<file path="config.mk">
export PLATFORM = sky130hd
export DESIGN_NAME = imu_accel_temp_outputs
export DESIGN_NICKNAME = d
export VERILOG_FILES = /design/src/imu_out_pkg.sv /design/src/imu_accel_temp_outputs.sv
export VERILOG_INCLUDE_DIRS = /design/src /design/src/src
export SDC_FILE = /design/constraint.sdc
export NUM_CORES = 1
export LEC_CHECK = 0
export BUFFER_PORTS_ARGS = -buffer_cell sky130_fd_sc_hd__buf_4
export CAP_MARGIN = 10
export CELL_PAD_IN_SITES_DETAIL_PLACEMENT = 1
export CELL_PAD_IN_SITES_GLOBAL_PLACEMENT = 2
export CORE_UTILIZATION = 32
export CTS_CLUSTER_SIZE = 25
export DETAILED_ROUTE_END_ITERATION = 12
export PLACE_DENSITY_LB_ADDON = 0.1
export SLEW_MARGIN = 20
export SYNTH_ARGS = -nofsm -noshare
export SYNTH_HDL_FRONTEND = slang
export SYNTH_SLANG_ARGS = --single-unit
</file>
<file path="constraint.sdc">
create_clock -name clock -period 2.2 [get_ports clock]
set_input_delay 0.22 -clock clock [delete_from_list [all_inputs] [get_ports clock]]
set_output_delay 0.22 -clock clock [all_outputs]
set_load 0.005 [all_outputs]
</file>
<file path="src/imu_out_params.svh">
// offsets, timing figures and widths for the imu output register set
// assumes inclusion by bare name from the package and the module
`ifndef IMU_OUT_PARAMS_SVH
`define IMU_OUT_PARAMS_SVH

`define ADDR_W 7
`define WORD_W 16
`define ACCEL_W 32
`define OFS_ACCEL_X_LOW 7'h10
`define OFS_ACCEL_X_HIGH 7'h12
`define OFS_ACCEL_Y_LOW 7'h14
`define OFS_ACCEL_Y_HIGH 7'h16
`define OFS_ACCEL_Z_LOW 7'h18
`define OFS_ACCEL_Z_HIGH 7'h1A
`define OFS_TEMPERATURE 7'h1C
`define OFS_TIME_SINCE_SYNC 7'h1E
`define OFS_UPDATE_COUNT 7'h22
`define CLOCK_PERIOD_PS 4000
`define STAMP_TICK_PS 49020000
`define STAMP_TICK_CYCLES (`STAMP_TICK_PS / `CLOCK_PERIOD_PS)
`define SYNC_MODE_LSB 2
`define SYNC_MODE_SCALED 2'h2
`define WORD_ZERO 16'h0000
`define WORD_MAX 16'hFFFF

`endif

</file>
<file path="src/imu_out_pkg.sv">
// types shared by the imu output register set
// assumes the params header is on the include path
`default_nettype none
`include "imu_out_params.svh"

package imu_out_pkg;
  typedef logic [`WORD_W-1:0] word_t;
  typedef logic [`ACCEL_W-1:0] accel_t;
  typedef logic [`ADDR_W-1:0] addr_t;
  typedef logic [1:0] sync_mode_t;
endpackage

`default_nettype wire

</file>
<file path="src/imu_accel_temp_outputs.sv">
// read-only output registers: acceleration, temperature, time stamp, update count
// assumes the serial front end turns host transfers into one-cycle read and write strobes
// Overview of operation
// - each axis high word is the signed upper 16 bits of acceleration, 2.45 mm/s2 per count.
// - each axis low word holds 16 extra resolution bits below its high word.
// - high and low words of an axis join, high first, into one 32-bit signed value.
// - the x low word reads at byte addresses 0x10 and 0x11 and has no flash copy.
// - the x high word is read-only at byte addresses 0x12 and 0x13 with no reset value.
// - y low word sits at 0x14 and y high word at 0x16, both read-only.
// - z low word sits at 0x18 and z high word at 0x1A, both read-only.
// - the z low word carries the 16 extra resolution bits below the z high word.
// - temperature is signed with zero meaning 0 C and 0.1 C per count.
// - a coarse internal temperature reads at byte address 0x1C.
// - the time stamp at 0x1E is unsigned time since the last sync, 49.02 us per count.
// - the time stamp is meaningful when the sync mode field is 10, scaled sync.
// - each update in scaled sync mode loads the time stamp with its last sample time from the latest sync edge.
`timescale 1ns/1ps
`default_nettype none
`include "imu_out_params.svh"

module imu_accel_temp_outputs
  import imu_out_pkg::*;
#(
  parameter int TICK_CYCLES = `STAMP_TICK_CYCLES
) (
  // clock and reset
  input wire logic clock,
  input wire logic rst,
  // register access from the serial front end
  input wire logic rd_en,
  input wire logic wr_en,
  input wire addr_t addr,
  input wire word_t wdata,
  output logic [`WORD_W-1:0] rdata_r,
  output logic rvalid_r,
  // sensor data path
  input wire logic sample_valid,
  input wire accel_t accel_x,
  input wire accel_t accel_y,
  input wire accel_t accel_z,
  input wire word_t temperature,
  // external sync and the sync mode field of misc_control
  input wire logic sync_pin,
  input wire sync_mode_t sync_mode
);

  // refuse tick lengths that the 16-bit cycle counter cannot serve
  if (TICK_CYCLES < 2 || TICK_CYCLES > 65535) begin : g_tick_check
    $error("TICK_CYCLES out of range");
  end

  accel_t ax_r, ay_r, az_r;
  word_t temp_r, stamp_r, count_r, tick_cnt_r;
  logic [15:0] cyc_cnt_r;
  logic sync_prev_r;
  logic sync_edge;
  logic scaled;
  word_t rd_nxt;

  // word decode: the byte bit of the address is ignored
  function automatic logic word_hit(input addr_t a, input addr_t ofs);
    return a[`ADDR_W-1:1] == ofs[`ADDR_W-1:1];
  endfunction

  assign sync_edge = sync_pin && !sync_prev_r;
  assign scaled = (sync_mode == `SYNC_MODE_SCALED);

  always_ff @(posedge clock) begin
    if (rst) begin
      sync_prev_r <= 1'b0;
    end else begin
      sync_prev_r <= sync_pin;
    end
  end

  always_ff @(posedge clock) begin
    if (rst || sync_edge) begin
      cyc_cnt_r <= 16'h0000;
      tick_cnt_r <= `WORD_ZERO;
    end else if (cyc_cnt_r == 16'(TICK_CYCLES - 1)) begin
      cyc_cnt_r <= 16'h0000;
      if (tick_cnt_r != `WORD_MAX) begin
        tick_cnt_r <= tick_cnt_r + 16'h0001;
      end
    end else begin
      cyc_cnt_r <= cyc_cnt_r + 16'h0001;
    end
  end

  // only the data path loads these
  always_ff @(posedge clock) begin
    if (sample_valid) begin
      ax_r <= accel_x;
      ay_r <= accel_y;
      az_r <= accel_z;
      temp_r <= temperature;
    end
  end

  always_ff @(posedge clock) begin
    if (rst) begin
      stamp_r <= `WORD_ZERO;
    end else if (sample_valid && scaled) begin
      stamp_r <= sync_edge ? `WORD_ZERO : tick_cnt_r;
    end
  end

  always_ff @(posedge clock) begin
    if (rst) begin
      count_r <= `WORD_ZERO;
    end else if (sample_valid) begin
      count_r <= count_r + 16'h0001;
    end
  end

  always_comb begin
    rd_nxt = `WORD_ZERO;
    if (word_hit(addr, `OFS_ACCEL_X_LOW)) begin
      rd_nxt = ax_r[15:0];
    end else if (word_hit(addr, `OFS_ACCEL_X_HIGH)) begin
      rd_nxt = ax_r[31:16];
    end else if (word_hit(addr, `OFS_ACCEL_Y_LOW)) begin
      rd_nxt = ay_r[15:0];
    end else if (word_hit(addr, `OFS_ACCEL_Y_HIGH)) begin
      rd_nxt = ay_r[31:16];
    end else if (word_hit(addr, `OFS_ACCEL_Z_LOW)) begin
      rd_nxt = az_r[15:0];
    end else if (word_hit(addr, `OFS_ACCEL_Z_HIGH)) begin
      rd_nxt = az_r[31:16];
    end else if (word_hit(addr, `OFS_TEMPERATURE)) begin
      rd_nxt = temp_r;
    end else if (word_hit(addr, `OFS_TIME_SINCE_SYNC)) begin
      rd_nxt = stamp_r;
    end else if (word_hit(addr, `OFS_UPDATE_COUNT)) begin
      rd_nxt = count_r;
    end
  end

  always_ff @(posedge clock) begin
    if (rst) begin
      rdata_r <= `WORD_ZERO;
      rvalid_r <= 1'b0;
    end else begin
      rvalid_r <= rd_en;
      if (rd_en) begin
        rdata_r <= rd_nxt;
      end
    end
  end
endmodule // imu_accel_temp_outputs

`default_nettype wire

</file>
==> results.md <==
- Slowest cell on crit path: or4_4
- Pin count of the biggest net entering global routing: 109
- HPWL Detailed: between 15000 and 20000 µm
- Starting Density: ~33%
- Die Area: around 25000 µm²
- Die height: 159.5 µm
- WHS: approximately 17 ps
- Cell Chain, Critical Path: nand4bb_4 -> or4_4 -> a21o_4 -> buf_12 -> or4_1 -> o21ai_1
- Slew Viols, Final: 0
- Global Route Usage Sum: between 15 and 20%
- Setup violators final: 0
- Gr ovfl total: 0
- Post-route cell area: ~11000 µm²
- Syn Nets: just over 800
- Initial DRC Count: 344
- CTS root buf: clkbuf_16
- Most frequent cells in the layout: 179 x buf_4, 112 x edfxtp_1, 112 x dlygate4sd3_1
- Area Overhead vs Synth: 42.70%
- CTS tree: done
- Gp weighted congestion: approximately 0.83
- Max_cap viols: 0
- Residual DRC: 0
- Placed Cells incl. Taps: 1150
- Setup ws final: about 100 ps
- Vias/cell: 4.977
- Tot Pwr: a little under 8 mW
- Crit start category: register
- Area post-placement: around 9600 µm²
- Fin util: 46.56%
- Cell area after synthesis: between 7000 and 8000 µm²
- Area of the core: roughly 24000 µm²
- GR peak layer: met2
- CP delay by family, top: simple AND/OR/NAND/NOR gates
- Antenna cells: 0
- Hold Vio Cnt, Final: 0
- First-pass GRT wire length: 38550 µm
- Commonest non-fill, non-tap cell in the layout: buf_4
- Final std cells w/o fill: between 1000 and 1500
- GR Util met3: ~3.7%
- Worst vdd ir: around 0.35 mV
- Synth Instances: 683
- Post-synth cell types: just over 50
- Input/output buffers: between 100 and 150
- Antenna violations before repair: 0
- Fraction of registers with async set/reset: 0%
- Worst Path Buf+Inv: 1
- Sequential area share after synthesis: approximately 63%
- Crit Path Class: reg2reg
- Grt met2 use: between 30% and 40%
- Crit path required time: approximately 2600 ps
- Clk Latency, worst-skew pair: 440 ps
- Number of synthesized flops with an enable pin: approximately 110
- Pwr per Cell Area: approximately 700 nW/µm²
- Antenna viol nets, final: 0
- IO Count: 160
- Worst EP arrival: 2480 ps
- # H-tree levels: 4
- Static leakage: approximately 4.2 nW
- CP max stage delay: 580 ps
- RSZ-0062 raised after global routing: yes
- Met1 Usage GRT: between 20% and 30%
- Syn_area_per_cell: roughly 12 µm²
- Yosys Warn Count: 0
- Layout Skew: 10.27 ps
- Vias in the first global route: between 6000 and 7000
- Post-layout net count: between 1000 and 1500
- Setup WS pre-CTS: -16.05 ps
- Die Wd: 159.5 µm
- Relative slew slack: between 20 and 30%
- DRT Wirelength: 24320 µm
- TNS Setup: 0 ps
- Ys flop type: edfxtp_1
- Layout cells sized above 1: 23.17%
- Tcrit/Tclk final: a little over nine tenths
- Cell row count: between 50 and 60
- Wire per inst: 18.78 µm
- CTS clock-pin slew for the worst setup and hold paths: ~80 ps
- Outcome: completed
- Worst min-delay path class: in2reg
- Clk buf depth: 2
- Tmin final: roughly 2100 ps
- Crit. End Element: register
- Synthesized flop and latch total: 194
- CTS buffer count: 17
- Worst-Margin Slew: 1059 ps
- Sink Count: approximately 190
- Via count: about 6400
- Pre-antenna DRT Iters: 5
- Crit path max fanout: 11
- FMAX: 0.4761 GHz
## layer usage
metal | wire length (µm) | vias to the layer above
li1 | - | 3098
met4 | 368 | 0
met1 | 10910 | 3197
met5 | 0 | -
met2 | 12160 | 124
met3 | 877 | 26
## cell usage after synthesis (15+ instances only)
| master | number | area [µm²] |
|---|---|---|
| dfxtp_1 | 82 | 1642 |
| nor2b_1 | 15 | 93.84 |
| o21ai_0 | 26 | 130.1 |
| nor2_1 | 73 | 274.0 |
| mux2i_1 | 16 | 160.2 |
| a22oi_1 | 20 | 150.1 |
| a21oi_1 | 41 | 205.2 |
| xor2_1 | 21 | 183.9 |
| nand3_1 | 19 | 95.09 |
| nand2_1 | 51 | 191.4 |
| o221ai_1 | 15 | 131.4 |
| edfxtp_1 | 112 | 3363 |
| nand2b_1 | 21 | 131.4 |
| clkbuf_1 | 29 | 108.9 |
## layout make-up
type                       instances  area, µm²
fill                            2636      13000
multi-input combinational        444       2791
sequential                       194       5007
clock inverter                    14      145.1
tap                              324      405.4
inverter                           8      30.03
timing repair buffer             293       2505
clock buffer                      18      439.2
## path summary, 6_finish.rpt
kind / start / to / slack, ps / cells after the start
max: cyc_cnt_r[5] / tick_cnt_r[14] / 100 / 6
min: sync_pin / sync_prev_r / 20 / 2
max reg2reg: cyc_cnt_r[5] / tick_cnt_r[14] / 100 / 6
min reg2reg: stamp_r[12] / stamp_r[12] / 490 / 2
## state kept, by name, summed over array words and instances, names as in the netlist
name / flops
az_r: 32
count_r: 16
rdata_r: 16
ax_r: 32
ay_r: 32
rvalid_r: 1
stamp_r: 16
temp_r: 16
cyc_cnt_r: 16
sync_prev_r: 1
tick_cnt_r: 16
## power by group
group / switching (mW) / leakage, nW / total [mW] / internal (mW)
combinational: 0.296 / 2.15 / 0.679 / 0.383
sequential: 0.0765 / 1.76 / 4.13 / 4.05
clock: 1.50 / 0.282 / 3.13 / 1.63
total: 1.87 / 4.19 / 7.94 / 6.07
## kinds of logic after synthesis
| logic type | synth area share (%) |
|---|---|
| AOI/OAI and AO/OA | 13.62 |
| xor gates and xnor gates | 3.201 |
| adders and majority gates | 0.6307 |
| buffers and inverters | 2.302 |
| DFF | 63.07 |
| muxes | 2.160 |
| and+or+nand+nor | 15.01 |
## what timing repair did
action,4_1_cts,5_1_grt
buffers inserted,0,1
hold buffers,112,0
gates resized for setup,1,6
setup endpoints to repair,2,10
hold endpoints to repair,112,0
pin swaps,0,1
Note: power is estimated with default switching activity, not from simulation.
